**src/shared/dicd_pkg.sv**
```systemverilog
// package: frame layout, command codes and states for the drive io command decoder
package dicd_pkg;
  localparam int FRAME_BASE_BYTES = 12;
  localparam int FRAME_EXT_BYTES = 16;
  localparam int FRAME_MAX_BYTES = 16;
  localparam int BYTE_CMD_ID = 0;
  localparam int BYTE_TAG = 1;
  localparam int BYTE_STATUS_LO = 2;
  localparam int BYTE_STATUS_HI = 3;
  localparam int BYTE_DATA0 = 4;
  localparam int DATA_BYTES = 4;
  localparam logic [7:0] ID_ALARM_CLEAR = 8'h10;
  localparam logic [7:0] ID_POWER_ON = 8'h11;
  localparam logic [7:0] ID_POWER_OFF = 8'h12;
  localparam logic [7:0] ID_IO_READ = 8'h13;
  localparam logic [7:0] ID_IO_WRITE = 8'h14;
  localparam logic [7:0] ID_UNKNOWN_RESP = 8'h00;
  localparam logic [4:0] CNT_ZERO = 5'h00;
  localparam logic [4:0] CNT_ONE = 5'h01;
  localparam logic [4:0] LEN_BASE = 5'h0C;
  localparam logic [4:0] LEN_EXT = 5'h10;
  typedef enum logic [1:0] {
    DICD_IDLE = 2'b00,
    DICD_RECV = 2'b01,
    DICD_WORK = 2'b11,
    DICD_SEND = 2'b10
  } dicd_state_t;
  typedef enum logic [1:0] {
    DICD_REQ_NONE = 2'b00,
    DICD_REQ_ALARM_CLEAR = 2'b01,
    DICD_REQ_POWER_ON = 2'b11,
    DICD_REQ_POWER_OFF = 2'b10
  } dicd_drive_req_t;
endpackage

```
**src/shared/dicd_link_if.sv**
```systemverilog
// interface: byte-wide command and response link between host and decoder
`timescale 1ns/10ps
interface dicd_link_if;
  logic [7:0] cmd_byte;
  logic cmd_valid;
  logic cmd_last;
  logic [7:0] rsp_byte;
  logic rsp_valid;
  logic rsp_last;
  logic ext_strap;
  modport dev (input cmd_byte, input cmd_valid, input cmd_last, input ext_strap,
    output rsp_byte, output rsp_valid, output rsp_last);
  modport host (output cmd_byte, output cmd_valid, output cmd_last, input ext_strap,
    input rsp_byte, input rsp_valid, input rsp_last);
endinterface

```
**src/core/dicd_device.sv**
```systemverilog
// device end: decodes command frames and builds response frames
`timescale 1ns/10ps
module dicd_device
  import dicd_pkg::*;
(
  input wire logic core_clk_in,
  input wire logic arst_n_in,
  input wire logic clk_en_in,
  dicd_link_if.dev link,
  input wire logic operational_in,
  input wire logic [15:0] drive_status_in,
  input wire logic [31:0] din_image_in,
  input wire logic bus_cycle_in,
  output logic [31:0] dout_image_out,
  output logic alarm_clear_cmd_out,
  output logic drive_power_on_cmd_out,
  output logic drive_power_off_cmd_out
);
  import dicd_pkg::*;

  dicd_state_t state;
  dicd_state_t next_state;
  dicd_drive_req_t pend;
  logic [7:0] cmd_mem [FRAME_MAX_BYTES];
  logic [7:0] rsp_mem [FRAME_MAX_BYTES];
  wire [7:0] rsp_img [FRAME_MAX_BYTES];
  logic [4:0] cnt;
  logic [4:0] next_cnt;
  logic [7:0] rsp_byte;
  logic rsp_valid;
  logic rsp_last;

  // frame length follows the strap
  wire [4:0] frame_len = link.ext_strap ? LEN_EXT : LEN_BASE;
  wire [4:0] last_idx = frame_len - CNT_ONE;
  wire byte_is_last = (cnt == last_idx);
  wire [7:0] cmd_id = cmd_mem[BYTE_CMD_ID];
  wire [7:0] cmd_tag = cmd_mem[BYTE_TAG];
  wire is_alm = operational_in && (cmd_id == ID_ALARM_CLEAR);
  wire is_on = operational_in && (cmd_id == ID_POWER_ON);
  wire is_off = operational_in && (cmd_id == ID_POWER_OFF);
  wire is_ird = operational_in && (cmd_id == ID_IO_READ);
  wire is_iwr = operational_in && (cmd_id == ID_IO_WRITE);
  wire is_drv = is_alm || is_on || is_off;
  wire accepted = is_drv || is_ird || is_iwr;
  wire sending = (state == DICD_SEND);
  wire working = (state == DICD_WORK);
  wire rx_take = (state == DICD_RECV || state == DICD_IDLE) && link.cmd_valid;
  // first byte clears leftovers of a cut-short frame
  wire rx_first = rx_take && (state == DICD_IDLE);
  // frame ends on its last flag or at the strap length
  wire rx_end = rx_take && (link.cmd_last || byte_is_last);
  // reserved command bytes are stored but never decoded
  wire [31:0] cmd_word = {cmd_mem[BYTE_DATA0 + 3], cmd_mem[BYTE_DATA0 + 2],
    cmd_mem[BYTE_DATA0 + 1], cmd_mem[BYTE_DATA0]};
  wire tx_end = sending && byte_is_last;
  // idle link carries zero, not the last byte sent
  wire [7:0] tx_byte = sending ? rsp_mem[cnt[3:0]] : 8'h00;

  // fields of the response image; reserved bytes stay zero
  wire [7:0] rsp_id_val = accepted ? cmd_id : ID_UNKNOWN_RESP;
  wire [7:0] rsp_tag_val = (is_drv || is_iwr) ? cmd_tag : 8'h00;
  wire [15:0] rsp_status_val = is_drv ? drive_status_in : 16'h0000;
  wire [31:0] rsp_data_val = is_ird ? din_image_in : 32'h0000_0000;

  // drive requests wait for the next bus cycle boundary
  wire dicd_drive_req_t req_decoded = is_alm ? DICD_REQ_ALARM_CLEAR :
    is_on ? DICD_REQ_POWER_ON : is_off ? DICD_REQ_POWER_OFF : DICD_REQ_NONE;
  // a request loaded now replaces one still waiting
  wire load_req = working && is_drv;
  wire issue_now = bus_cycle_in && (pend != DICD_REQ_NONE);
  wire fire = issue_now && !load_req;
  wire dicd_drive_req_t next_pend = load_req ? req_decoded :
    fire ? DICD_REQ_NONE : pend;
  wire pulse_alm = fire && (pend == DICD_REQ_ALARM_CLEAR);
  wire pulse_on = fire && (pend == DICD_REQ_POWER_ON);
  wire pulse_off = fire && (pend == DICD_REQ_POWER_OFF);

  always_comb begin
    next_state = state;
    next_cnt = cnt;
    case (state)
      // first byte may arrive straight from idle
      DICD_IDLE, DICD_RECV: begin
        if (rx_end) begin
          next_state = DICD_WORK;
          next_cnt = CNT_ZERO;
        end else if (rx_take) begin
          next_state = DICD_RECV;
          next_cnt = cnt + CNT_ONE;
        end
      end
      DICD_WORK: begin
        next_state = DICD_SEND;
        next_cnt = CNT_ZERO;
      end
      DICD_SEND: begin
        if (tx_end) begin
          next_state = DICD_IDLE;
          next_cnt = CNT_ZERO;
        end else begin
          next_cnt = cnt + CNT_ONE;
        end
      end
      default: begin
        next_state = DICD_IDLE;
        next_cnt = CNT_ZERO;
      end
    endcase
  end

  // register the machine; clock enable freezes it
  always_ff @(posedge core_clk_in or negedge arst_n_in) begin
    if (!arst_n_in) begin
      state <= DICD_IDLE;
      cnt <= CNT_ZERO;
    end else if (clk_en_in) begin
      state <= next_state;
      cnt <= next_cnt;
    end
  end

  // frame storage and response image per byte
  genvar gi;
  for (gi = 0; gi < FRAME_MAX_BYTES; gi++) begin : g_mem
    // bytes past the frame length are cleared on the first byte but never loaded from the link
    wire wr_here = rx_take && (cnt == 5'(gi));
    if (gi == BYTE_CMD_ID) begin : g_id
      assign rsp_img[gi] = rsp_id_val;
    end else if (gi == BYTE_TAG) begin : g_tag
      assign rsp_img[gi] = rsp_tag_val;
    end else if (gi == BYTE_STATUS_LO) begin : g_stlo
      assign rsp_img[gi] = rsp_status_val[7:0];
    end else if (gi == BYTE_STATUS_HI) begin : g_sthi
      assign rsp_img[gi] = rsp_status_val[15:8];
    end else if (gi >= BYTE_DATA0 && gi < BYTE_DATA0 + DATA_BYTES) begin : g_data
      assign rsp_img[gi] = rsp_data_val[8 * (gi - BYTE_DATA0) +: 8];
    end else begin : g_rsvd
      assign rsp_img[gi] = 8'h00;
    end
    always_ff @(posedge core_clk_in or negedge arst_n_in) begin
      if (!arst_n_in) begin
        cmd_mem[gi] <= 8'h00;
        rsp_mem[gi] <= 8'h00;
      end else if (clk_en_in) begin
        if (rx_first) begin
          cmd_mem[gi] <= (gi == BYTE_CMD_ID) ? link.cmd_byte : 8'h00;
        end else if (wr_here) begin
          cmd_mem[gi] <= link.cmd_byte;
        end
        if (working) begin
          rsp_mem[gi] <= rsp_img[gi];
        end
      end
    end
  end

  // link outputs registered toward the host
  always_ff @(posedge core_clk_in or negedge arst_n_in) begin
    if (!arst_n_in) begin
      rsp_byte <= 8'h00;
      rsp_valid <= 1'b0;
      rsp_last <= 1'b0;
    end else if (clk_en_in) begin
      rsp_valid <= sending;
      rsp_last <= tx_end;
      rsp_byte <= tx_byte;
    end
  end

  // output image changes only on an accepted write
  always_ff @(posedge core_clk_in or negedge arst_n_in) begin
    if (!arst_n_in) begin
      dout_image_out <= 32'h0000_0000;
    end else if (clk_en_in && working && is_iwr) begin
      dout_image_out <= cmd_word;
    end
  end

  // one-cycle pulses toward the slave
  always_ff @(posedge core_clk_in or negedge arst_n_in) begin
    if (!arst_n_in) begin
      pend <= DICD_REQ_NONE;
      alarm_clear_cmd_out <= 1'b0;
      drive_power_on_cmd_out <= 1'b0;
      drive_power_off_cmd_out <= 1'b0;
    end else if (clk_en_in) begin
      pend <= next_pend;
      alarm_clear_cmd_out <= pulse_alm;
      drive_power_on_cmd_out <= pulse_on;
      drive_power_off_cmd_out <= pulse_off;
    end
  end

  assign link.rsp_byte = rsp_byte;
  assign link.rsp_valid = rsp_valid;
  assign link.rsp_last = rsp_last;
endmodule

```
**src/flat_wrapper.sv**
```systemverilog
// flat-port wrapper written by rule: the top's interface ports become plain ports
module dicd_device_flat import dicd_pkg::*;
  (core_clk_in, arst_n_in, clk_en_in, operational_in, drive_status_in, din_image_in, bus_cycle_in, dout_image_out, alarm_clear_cmd_out, drive_power_on_cmd_out, drive_power_off_cmd_out, link_cmd_byte, link_cmd_valid, link_cmd_last, link_ext_strap, link_rsp_byte, link_rsp_valid, link_rsp_last);
  dicd_link_if link_i ();
  input wire logic core_clk_in;
  input wire logic arst_n_in;
  input wire logic clk_en_in;
  input wire logic operational_in;
  input wire logic [15:0] drive_status_in;
  input wire logic [31:0] din_image_in;
  input wire logic bus_cycle_in;
  output logic [31:0] dout_image_out;
  output logic alarm_clear_cmd_out;
  output logic drive_power_on_cmd_out;
  output logic drive_power_off_cmd_out;
  input wire logic [$bits(link_i.cmd_byte)-1:0] link_cmd_byte;
  input wire logic [$bits(link_i.cmd_valid)-1:0] link_cmd_valid;
  input wire logic [$bits(link_i.cmd_last)-1:0] link_cmd_last;
  input wire logic [$bits(link_i.ext_strap)-1:0] link_ext_strap;
  output wire logic [$bits(link_i.rsp_byte)-1:0] link_rsp_byte;
  output wire logic [$bits(link_i.rsp_valid)-1:0] link_rsp_valid;
  output wire logic [$bits(link_i.rsp_last)-1:0] link_rsp_last;
  assign link_i.cmd_byte = link_cmd_byte;
  assign link_i.cmd_valid = link_cmd_valid;
  assign link_i.cmd_last = link_cmd_last;
  assign link_i.ext_strap = link_ext_strap;
  assign link_rsp_byte = link_i.rsp_byte;
  assign link_rsp_valid = link_i.rsp_valid;
  assign link_rsp_last = link_i.rsp_last;
  dicd_device u_core (.core_clk_in(core_clk_in), .arst_n_in(arst_n_in), .clk_en_in(clk_en_in), .link(link_i), .operational_in(operational_in), .drive_status_in(drive_status_in), .din_image_in(din_image_in), .bus_cycle_in(bus_cycle_in), .dout_image_out(dout_image_out), .alarm_clear_cmd_out(alarm_clear_cmd_out), .drive_power_on_cmd_out(drive_power_on_cmd_out), .drive_power_off_cmd_out(drive_power_off_cmd_out));
endmodule
```
**config.mk**
```make
export PLATFORM = sky130hd
export DESIGN_NAME = dicd_device_flat
export DESIGN_NICKNAME = d
export VERILOG_FILES = /design/src/shared/dicd_pkg.sv /design/src/shared/dicd_link_if.sv /design/src/core/dicd_device.sv /design/src/flat_wrapper.sv
export SDC_FILE = /design/constraint.sdc
export NUM_CORES = 1
export LEC_CHECK = 0
export ABC_AREA = 1
export BUFFER_PORTS_ARGS = -buffer_cell sky130_fd_sc_hd__buf_4
export CORE_MARGIN = 5
export CORE_UTILIZATION = 35
export CTS_CLUSTER_SIZE = 24
export DETAILED_ROUTE_END_ITERATION = 7
export GPL_TIMING_DRIVEN = 0
export MAX_ROUTING_LAYER = met4
export PLACE_DENSITY = 0.55
export SLEW_MARGIN = 20
export SYNTH_ARGS = -nofsm -noshare
export SYNTH_HDL_FRONTEND = slang
export SYNTH_SLANG_ARGS = --single-unit
```
**constraint.sdc**
```tcl
create_clock -name core_clk_in -period 2.18 [get_ports core_clk_in]
set_input_delay 0.218 -clock core_clk_in [delete_from_list [all_inputs] [get_ports core_clk_in]]
set_output_delay 0.218 -clock core_clk_in [all_outputs]
set_load 0.03 [all_outputs]
```
; Word level (Yosys, flattened, before mapping)
; Index checks and enable logic that the tools add are counted.
[totals]
ff_bits = 166
inputBits = 64
output_inout_bits = 45
elab_cells = 133
[classes]
add_sub_neg = 2
order_cmp = 1
eq_ne = 19
n_mux = 34
bitwise_logic = 1
reduce_logical = 52
[op_table]
columns = operator, count
row1 = 2-to-1 mux 8 bit, 17
row2 = equality test 8 x 5 -> 1 bit (second input constant), 5
row3 = binary-select mux 8 bit (select 4 bit), 1
row4 = 2-to-1 mux 32 bit, 1
row5 = logical AND 1 bit, 23
row6 = equality test 5 x 3 -> 1 bit (second input constant), 4
row7 = 2-to-1 mux 5 bit, 4
row8 = AND reduction 2 bit, 9
row9 = 2-to-1 mux 16 bit, 1
row10 = 2-to-1 mux 2 bit, 8
row11 = nonzero test 2 bit, 8
row12 = case mux 5 bit (3 select lines), 1
row13 = equality test 2 bit (second input constant), 4
row14 = logical OR 1 bit, 7
row15 = case mux 2 bit (3 select lines), 1
row16 = adder 5 x 1 -> 5 bit (second input constant), 1
row17 = equality test 5 x 1 -> 1 bit (second input constant), 1
row18 = equality test 5 bit, 1
row19 = >= comparator 5 bit (second input constant), 1
row20 = zero test 5 bit, 1
row21 = NOT 4 -> 5 bit, 1
row22 = subtractor 5 x 1 -> 5 bit (second input constant), 1
row23 = equality test 2 x 1 -> 1 bit (second input constant), 2
row24 = inequality test 3 x 1 -> 1 bit (second input constant), 1
row25 = 5 further kinds, 5

; Longest topological paths before layout
; Gate-level depths: netlist of run 1.
[depth]
word_depth = 9
mapped_depth = 10
ltp_nobuf = 10

; Least setup slack after synthesis of run 1
; No wires, ideal clock.
[synth_path]
kind = reg-to-reg
from = reg u_core.cnt[0]
to = reg u_core.cmd_mem, in the netlist u_core.cmd_id[0]
setup_time_ps = 117
t_arrival_ps = 1755
setup_slack_ps = 308
path_stages_with_launch = 10
path_buffers = 2
synth_period_minus_slack_ps = 1872
path_cell_list = dfrtp_1 buf_2 inv_1 clkbuf_1 ha_1 nand3_1 o21ai_2 nand2_2 nand2_1 nand2_1
[synth_between]
elab_chain_cells = 4
[synth_rtl]
columns = element, line_no
row1 = start: declaration, dicd_device.sv:27  ; logic [4:0] cnt;
row2 = start signal: assignment, dicd_device.sv:119  ; cnt <= next_cnt;
row3 = zero test 5 bit, dicd_device.sv:127  ; wire wr_here = rx_take && (cnt == 5'(gi));
row4 = logical AND 1 bit, dicd_device.sv:127
row5 = nonzero test 2 bit (no line), -
row6 = AND reduction 2 bit (no line), -
row7 = end signal: indexed assignment, dicd_device.sv:147  ; cmd_mem[gi] <= (gi == BYTE_CMD_ID) ? link.cmd_byte : 8'h00;
row8 = end signal: indexed assignment, dicd_device.sv:149  ; cmd_mem[gi] <= link.cmd_byte;
row9 = end: declaration, dicd_device.sv:24  ; logic [7:0] cmd_mem [FRAME_MAX_BYTES];
; No other way between the ends.
; A chain may end at the register's enable or synchronous reset.

; Worst setup path in the final report of run 1
[layout_path]
from = reg u_core.cnt[0]
to = reg u_core.cmd_mem[78] (netlist bit)
[layout_between]
elab_chain_cells = 4
[layout_rtl]
columns = element, line_no
row1 = equality test 5 x 3 -> 1 bit, dicd_device.sv:127
row2 = logical AND 1 bit, dicd_device.sv:127
row3 = nonzero test 2 bit (no line), -
row4 = AND reduction 2 bit (no line), -
; No other way between the ends.

==> load_flow_metrics.sql, run 1 <==
INSERT INTO impl_metrics (metric_group, metric, value, unit) VALUES
('setup_path', 'worst-r2r-cell-count', '9', ''),
('synthesis', 'synth_net_count', '953', ''),
('pwr', 'p_total', '10500', 'uW'),
('synthesis', 'synthesized_instance_count', '885', ''),
('setup_path', 'r2r_setup_slack', '0.21', 'ns'),
('floorplanning', 'dieArea', '0.0240', 'sq mm'),
('detailed_routing', 'met2_wire_length', '9450', 'um'),
('detailed_routing', 'wirelength', '19800', 'um'),
('clocking', 'clk_latency', '0.44', 'ns'),
('synthesis', 'synth_top_area_cell', 'sky130_fd_sc_hd__dfrtp_1', ''),
('clocking', 'clkSlewWorstSetupHoldPaths', '0.07', 'ns'),
('synthesis', 'sequential_area_share_after_synthesis', '0.565', ''),
('detailed_routing', 'wl_met3', '676', 'um'),
('setup_path', 'path_class', 'reg2reg', ''),
('synthesis', 'ys.warnings.count', '0', ''),
('placed_design', 'dpl.hpwl', '14100', 'um'),
('timing', 'worst_clock_skew', '0.0131', 'ns'),
('hold_path', 'timing.hold.worst.class', 'in2reg', ''),
('floorplanning', 'initial_standard_cell_utilization_of_the_core', '0.352', ''),
('layout', 'final-instance-count-excl-fill', '1314', ''),
('layout', 'ff_latch_area', '0.00415', 'sq mm'),
('detailed_routing', 'post_drt_wl_per_cell', '15.0', 'um'),
('hold_path', 'holdCritStartpoint', 'drive_status_in[1]', ''),
('clocking', 'cts_inserted_buffers', '17', ''),
('detailed_routing', 'top_layer', 'met4', ''),
('detailed_routing', 'detail_route.drc_violations', '0', ''),
('setup_path', 'worst_ep_arrival_time', '2.33', 'ns'),
('floorplanning', 'floorplan.die.width', '155', 'um'),
('detailed_routing', 'detail-route-antenna-nets', '0', ''),
('grt', 'globalRoute.totalOverflow', '0', ''),
('pwr', 'power_density', '1130', 'mW/mm^2'),
('detailed_routing', 'drt_iter0_drc', '331', ''),
('timing', 'layout_setup_ws', '0.209', 'ns'),
('grt', 'grt_start_max_net_pins', '89', ''),
('placed_design', 'place_worst_setup_slack', '-0.204', 'ns'),
('floorplanning', 'floorplan.rows', '53', ''),
('synthesis', 'yosys-top-cells-area', 'sky130_fd_sc_hd__dfrtp_1 56%, sky130_fd_sc_hd__nand2_1 20%, sky130_fd_sc_hd__nand3_1 3.5%', ''),
('placed_design', 'dpl_cell_area', '0.00854', 'sq mm'),
('synthesis', 'synth.top_cell.area_share', '0.565', ''),
('synthesis', 'synth-seq-cells', '166', ''),
('placed_design', 'buffer_ports.inserted', '107', ''),
('synthesis', 'syn-mean-instance-area', '8.31', 'sq um'),
('timing', 'fin_worst_hold_slack', '-0.00300', 'ns'),
('timing', 'hold_violations', '1', ''),
('floorplanning', 'floorplan.die.height', '155', 'um'),
('clocking', 'cts.sinks', '166', ''),
('detailed_routing', 'drtPass1Iterations', '5', ''),
('layout', 'layout.filler_cells', '2110', ''),
('flow_run', 'cap_viol_max_count', '0', ''),
('grt', 'first_global_vias', '6092', ''),
('setup_path', 'start_kind', 'flop', ''),
('detailed_routing', 'met1_length', '9480', 'um'),
('setup_path', 'reg2reg_to', 'u_core.cmd_mem[78]$_DFFE_PN0P_', ''),
('detailed_routing', 'vias', '6115', ''),
('pwr', 'leakage', '0.00490', 'uW'),
('layout', 'finalNetCount', '1094', ''),
('hold_path', 'whs_path_cells', '3', ''),
('floorplanning', 'pin_count', '109', ''),
('status', 'status', 'finished with violations', ''),
('grt', 'gr-usage-all-layers', '0.176', ''),
('synthesis', 'post_synth_instance_area', '0.00736', 'sq mm'),
('clocking', 'cts-root-to-sink-buffers', '2', ''),
('status', 'failed_checks', 'hold timing', ''),
('layout', 'layout-drive-gt1-share', '0.185', ''),
('setup_path', 'cp_capture_type', 'flop', ''),
('clocking', 'number_of_h_tree_levels', '4', ''),
('timing', 'setup_viol_count_final', '0', ''),
('placed_design', 'numPlacedInstances', '1268', ''),
('timing', 'slew-limit-headroom', '0.548', ''),
('timing', 'period_needed', '1.97', 'ns'),
('grt', 'grt_antenna_before_repair', '0', '');
[registers in the layout (all words and copies together) (netlist names), 5 cells and up]
name,count
u_core.link.rsp_byte,8
u_core.cmd_mem,32
u_core.cmd_id,8
u_core.cmd_tag,8
u_core.cnt,5
u_core.dout_image_out,32
u_core.rsp_mem,64
[metrics by stage]
stage / setup TNS (ns) / hold WS [ns]
CTS: 0 / 0.000171
floorplan: 0 / -0.0776
global route: 0 / 0.00569
global placement: -22.10 / 0.423
finish: 0 / -0.00300
detailed placement: -2.28 / 0.288
[routing by layer]
metal / up-vias / GRT usage
met3: 16 / 0.0314
met1: 2917 / 0.245
met2: 98 / 0.271
met4: 0 / 0.0395
li1: 3084 / -
met5: - / -
[Yosys cell counts]
cell / count
sky130_fd_sc_hd__o21ai_2: 5
sky130_fd_sc_hd__nand4_1: 3
sky130_fd_sc_hd__nor2_2: 2
sky130_fd_sc_hd__nor2_1: 26
sky130_fd_sc_hd__nand3_4: 1
sky130_fd_sc_hd__or2_1: 1
sky130_fd_sc_hd__a21oi_1: 12
sky130_fd_sc_hd__o21ai_0: 48
sky130_fd_sc_hd__nand3_2: 1
sky130_fd_sc_hd__buf_4: 6
sky130_fd_sc_hd__o21ai_1: 37
sky130_fd_sc_hd__xor2_1: 2
sky130_fd_sc_hd__buf_1: 5
sky130_fd_sc_hd__buf_6: 5
sky130_fd_sc_hd__clkinv_2: 1
sky130_fd_sc_hd__ha_1: 4
sky130_fd_sc_hd__nor3_1: 7
sky130_fd_sc_hd__nand2_2: 4
sky130_fd_sc_hd__inv_1: 59
sky130_fd_sc_hd__inv_2: 4
sky130_fd_sc_hd__o211ai_2: 1
sky130_fd_sc_hd__clkbuf_1: 11
sky130_fd_sc_hd__o211ai_1: 19
sky130_fd_sc_hd__dfrtp_1: 166
sky130_fd_sc_hd__nand3b_1: 1
sky130_fd_sc_hd__nand2_1: 384
sky130_fd_sc_hd__nand3_1: 52
sky130_fd_sc_hd__nor2_4: 4
sky130_fd_sc_hd__o21a_1: 1
sky130_fd_sc_hd__buf_2: 13
[power by group]
| group | internal [uW] | switching, uW | total [uW] |
|---|---|---|---|
| clock network | 1530 | 1450 | 2970 |
| registers | 3850 | 434 | 4290 |
| logic | 1090 | 2120 | 3200 |
[layout by cell type (no fill, tap or decap), drive strengths merged, types with 2 or more instances in the layout]
cell / count
clkinv: 4
xor2: 2
nand4: 3
nand2: 388
ha: 4
nand3: 54
a21oi: 12
clkinvlp: 3
nor3: 7
inv: 72
dfrtp: 166
o21ai: 90
buf: 141
nor2: 32
dlygate4sd3: 11
o211ai: 20
clkbuf: 27
[kinds of logic (layout without fill, tap and decap cells)]
logic type | Yosys count | in the layout | synth area share
buffers and inverters | 104 | 258 | 0.0636
and+or+nand+nor | 486 | 486 | 0.269
xor gates and xnor gates | 2 | 2 | 0.00238
AOI/OAI and AO/OA | 123 | 123 | 0.0940
adders and majority gates | 4 | 4 | 0.00680
DFF | 166 | 166 | 0.565
[cell type report]
cell class | instances | share of cell area
inverters | 64 | 0.0265
clock inverters | 15 | 0.0161
clock buffers | 17 | 0.0459
multi-input cells | 615 | 0.296
plain buffers | 39 | 0.0240
flip-flops and latches | 166 | 0.448
repair buffers | 123 | 0.106
well taps | 275 | 0.0371
[critical path, cell delays in order, from the launching register on]
cell                         delay, ns
sky130_fd_sc_hd__dfrtp_1          0.42
sky130_fd_sc_hd__buf_2            0.28
sky130_fd_sc_hd__clkinvlp_4       0.22
sky130_fd_sc_hd__ha_1             0.24
sky130_fd_sc_hd__nand3_1          0.08
sky130_fd_sc_hd__o21ai_1          0.08
sky130_fd_sc_hd__nand2_2          0.18
sky130_fd_sc_hd__buf_2            0.26
sky130_fd_sc_hd__nand2_1          0.07
sky130_fd_sc_hd__o21ai_1          0.07
[what timing repair did]
| item | 4_1_cts | 5_1_grt |
|---|---|---|
| gates resized for setup | 1 | 1 |
| hold buffers | 11 | 0 |
| endpoints found under the hold margin | 97 | 0 |
| endpoints found under the setup margin | 24 | 20 |
| setup buffers | 0 | 4 |
[how the worst max path moves through the flow]
stage / from / endpoint / slack (ns) / cells after the start
after floorplan: u_core.cnt[0]$_DFFE_PN0P_ / u_core.cmd_id[0]$_DFFE_PN0P_ / 0.31 / 9
after global placement: u_core.cnt[0]$_DFFE_PN0P_ / u_core.cmd_id[5]$_DFFE_PN0P_ / -0.19 / 9
after detailed placement: u_core.cnt[0]$_DFFE_PN0P_ / u_core.cmd_id[5]$_DFFE_PN0P_ / -0.20 / 9
after CTS: u_core.cnt[0]$_DFFE_PN0P_ / u_core.cmd_mem[79]$_DFFE_PN0P_ / 0.07 / 9
after global routing: u_core.cnt[0]$_DFFE_PN0P_ / u_core.cmd_mem[78]$_DFFE_PN0P_ / 0.04 / 9
final: u_core.cnt[0]$_DFFE_PN0P_ / u_core.cmd_mem[78]$_DFFE_PN0P_ / 0.21 / 9
No activity file was read; power rests on OpenSTA's default activity.
==> run 2, diff against run 1 <==
--- a/config.mk
+++ b/config.mk
@@ -7,6 +7,7 @@
 export LEC_CHECK = 0
 export ABC_AREA = 1
 export BUFFER_PORTS_ARGS = -buffer_cell sky130_fd_sc_hd__buf_4
+export CORE_ASPECT_RATIO = 0.9
 export CORE_MARGIN = 5
 export CORE_UTILIZATION = 35
 export CTS_CLUSTER_SIZE = 24
@@ -14,6 +15,7 @@
 export GPL_TIMING_DRIVEN = 0
 export MAX_ROUTING_LAYER = met4
 export PLACE_DENSITY = 0.55
+export SKIP_CTS_REPAIR_TIMING = 1
 export SLEW_MARGIN = 20
 export SYNTH_ARGS = -nofsm -noshare
 export SYNTH_HDL_FRONTEND = slang
==> constraint.sdc (replaced) <==
create_clock -name core_clk_in -period 2.3 [get_ports core_clk_in]
set_input_delay 0.23 -clock core_clk_in [delete_from_list [all_inputs] [get_ports core_clk_in]]
set_output_delay 0.23 -clock core_clk_in [all_outputs]
set_load 0.03 [all_outputs]
==> run 2 against run 1 <==
  * The run still ends with hold timing left
  * Critical path depth unchanged
  * Clock-buffer cell count up 2
  * Clock power down 6.7%
  * Utilization down 0.20 points
==> load_flow_metrics.sql, run 2 (synthesis gave the netlist of run 1 again) <==
INSERT INTO impl_metrics (metric_group, metric, value, unit) VALUES
('status', 'status', 'finished with violations', ''),
('status', 'failed_checks', 'hold timing', ''),
('floorplanning', 'floorplan.die.width', '163', 'um'),
('timing', 'final.period_utilization', '0.865', ''),
('clocking', 'clk_latency', '0.43', 'ns'),
('clocking', 'number_of_h_tree_levels', '4', ''),
('detailed_routing', 'vias', '6095', ''),
('floorplanning', 'floorplan.die.height', '148', 'um'),
('layout', 'layout_top_registers', 'u_core.rsp_mem: 64 flops, u_core.cmd_mem: 32 flops, u_core.dout_image_out: 32 flops', ''),
('layout', 'syn_to_final_growth', '24.6', '%'),
('placed_design', 'buffer_ports.inserted', '107', ''),
('layout', 'number_of_flip_flops_in_the_largest_register', '64', ''),
('timing', 'rsz0062_at_grt', 'no', ''),
('layout', 'antenna-diode-count', '0', ''),
('detailed_routing', 'detail_route.drc_violations', '0', ''),
('timing', 'fmax', '0.502', 'GHz'),
('setup_path', 'critPathTopFamily', 'buffers and inverters', ''),
('grt', 'first_global_vias', '6047', ''),
('layout', 'layout-drive-gt1-share', '0.183', ''),
('pwr', 'power_density', '1070', 'mW/mm^2'),
('setup_path', 'timing.critical_path.fanout_max', '14', ''),
('setup_path', 'critical-path-max-stage-delay', '0.39', 'ns'),
('grt', 'gr-usage-all-layers', '0.172', ''),
('pwr', 'leakage', '0.00484', 'uW'),
('clocking', 'cts-root-buf', 'sky130_fd_sc_hd__clkbuf_16', ''),
('setup_path', 'critPathBufInv', '3', ''),
('detailed_routing', 'drtPass1Iterations', '5', ''),
('placed_design', 'gp_congestion', '0.839', ''),
('floorplanning', 'dieArea', '0.0240', 'sq mm'),
('grt', 'grt_start_max_net_pins', '89', ''),
('placed_design', 'place_worst_setup_slack', '0.00213', 'ns'),
('timing', 'period_needed', '1.99', 'ns'),
('timing', 'hold_violations', '1', ''),
('setup_path', 'cell_by_cell_listing_of_the_critical_path', 'buf_2 -> clkinvlp_4 -> ha_1 -> nand3_1 -> o21ai_1 -> nand2_2 -> buf_2 -> nand2_1 -> o21ai_1', ''),
('setup_path', 'worst_ep_arrival_time', '2.34', 'ns'),
('setup_path', 'cp_capture_type', 'flop', ''),
('detailed_routing', 'drt_iter0_drc', '443', ''),
('floorplanning', 'initial_standard_cell_utilization_of_the_core', '0.354', ''),
('detailed_routing', 'detail-route-antenna-nets', '0', ''),
('setup_path', 'path_class', 'reg2reg', ''),
('grt', 'grt_antenna_before_repair', '0', ''),
('layout', 'layout.filler_cells', '2175', ''),
('grt', 'globalRoute.totalOverflow', '0', ''),
('clocking', 'clock_tree_from_tritoncts', 'done', ''),
('setup_path', 'cp.required', '2.65', 'ns'),
('timing', 'worst_clock_skew', '0.0101', 'ns'),
('clocking', 'cts-root-to-sink-buffers', '2', ''),
('layout', 'layout_commonest_cell', 'sky130_fd_sc_hd__nand2_1', ''),
('hold_path', 'timing.hold.worst.class', 'in2reg', ''),
('layout', 'finalNetCount', '1083', ''),
('timing', 'final_max_slew_viol_count', '0', ''),
('flow_run', 'cap_viol_max_count', '0', ''),
('timing', 'setup_tns', '0', 'ns'),
('timing', 'slew-limit-headroom', '0.591', ''),
('detailed_routing', 'wirelength', '19400', 'um'),
('clocking', 'clkSlewWorstSetupHoldPaths', '0.07', 'ns'),
('pwr', 'p_total', '9810', 'uW'),
('layout', 'mostFrequentLayoutCells', '384 x sky130_fd_sc_hd__nand2_1, 166 x sky130_fd_sc_hd__dfrtp_1, 112 x sky130_fd_sc_hd__buf_4', ''),
('setup_path', 'start_kind', 'flop', ''),
('detailed_routing', 'detail_route.vias_per_cell', '4.64', ''),
('setup_path', 'critPathSlowestCell', 'sky130_fd_sc_hd__dfrtp_1', ''),
('timing', 'setup_viol_count_final', '0', ''),
('floorplanning', 'coreArea', '0.0208', 'sq mm'),
('pwr', 'highest_ir_drop_seen_on_vdd', '0.000502', 'V'),
('placed_design', 'dpl.hpwl', '14300', 'um'),
('layout', 'largest-register', 'u_core.rsp_mem', ''),
('detailed_routing', 'post_drt_wl_per_cell', '14.7', 'um'),
('floorplanning', 'pin_count', '109', ''),
('timing', 'layout_setup_ws', '0.310', 'ns'),
('clocking', 'cts_inserted_buffers', '17', ''),
('timing', 'fin_worst_hold_slack', '-0.000179', 'ns'),
('timing', 'worst-slew-pin-transition', '0.613', 'ns'),
('clocking', 'cts.sinks', '166', ''),
('floorplanning', 'floorplan.rows', '50', ''),
('grt', 'grt_first_pass_wirelength', '31900', 'um');
[run 2: path summary, 6_finish.rpt]
| kind | from | end | slack (ns) | depth (start not counted) |
|---|---|---|---|---|
| worst max-delay path | u_core.cnt[0]$_DFFE_PN0P_ | u_core.cmd_mem[79]$_DFFE_PN0P_ | 0.31 | 9 |
| worst min-delay path | drive_status_in[1] | u_core.rsp_mem[105]$_DFFE_PN0P_ | -0.0002 | 3 |
| worst max register to register | u_core.cnt[0]$_DFFE_PN0P_ | u_core.cmd_mem[79]$_DFFE_PN0P_ | 0.31 | 9 |
| worst min register to register | u_core.rsp_mem[125]$_DFFE_PN0P_ | u_core.rsp_mem[125]$_DFFE_PN0P_ | 0.47 | 2 |
| max in group asynchronous | arst_n_in | u_core.link.rsp_byte[0]$_DFFE_PN0P_ | 1.09 | 3 |
| min in group asynchronous | arst_n_in | u_core.dout_image_out[29]$_DFFE_PN0P_ | 0.37 | 2 |
[run 2: stage by stage]
stage | std cells | util | instance area (sq um) | hold slack [ns]
floorplan | 885 | - | 7360 | -0.0656
CTS | 1311 | 0.440 | 9130 | -0.199
detailed placement | 1279 | 0.412 | 8550 | 0.258
global placement | 1278 | 0.410 | 8520 | 0.430
finish | 1314 | 0.441 | 9170 | -0.000179
global route | 1314 | 0.441 | 9170 | 0.00249
[run 2: worst min-delay path, delay by kind of cell]
family | cells | cell delay [ns]
buffers and inverters | 1 | 0.08
and+or+nand+nor | 2 | 0.08
[run 2: area by class of cell]
cell class	count	area, sq um	area share
Tap cell	286	358	0.0390
Inverter	64	245	0.0267
Clock buffer	19	453	0.0494
Buffer	39	223	0.0243
Multi-Input combinational cell	615	2740	0.298
Clock inverter	13	121	0.0132
Timing Repair Buffer	112	878	0.0958
Sequential cell	166	4150	0.453
[run 2: where the power goes]
| group | internal (uW) | switching, uW | total, uW | leakage (uW) |
|---|---|---|---|---|
| sequential | 3660 | 417 | 4070 | 0.00223 |
| combinational | 977 | 1990 | 2970 | 0.00234 |
| clock | 1560 | 1220 | 2770 | 0.000269 |
[run 2: per-layer routing]
metal | vias to the layer above | track usage | wire length (um)
li1 | 3066 | - | -
met1 | 2919 | 0.256 | 9970
met2 | 97 | 0.242 | 8380
met3 | 13 | 0.0362 | 826
met4 | 0 | 0.0352 | 206
met5 | - | - | 0
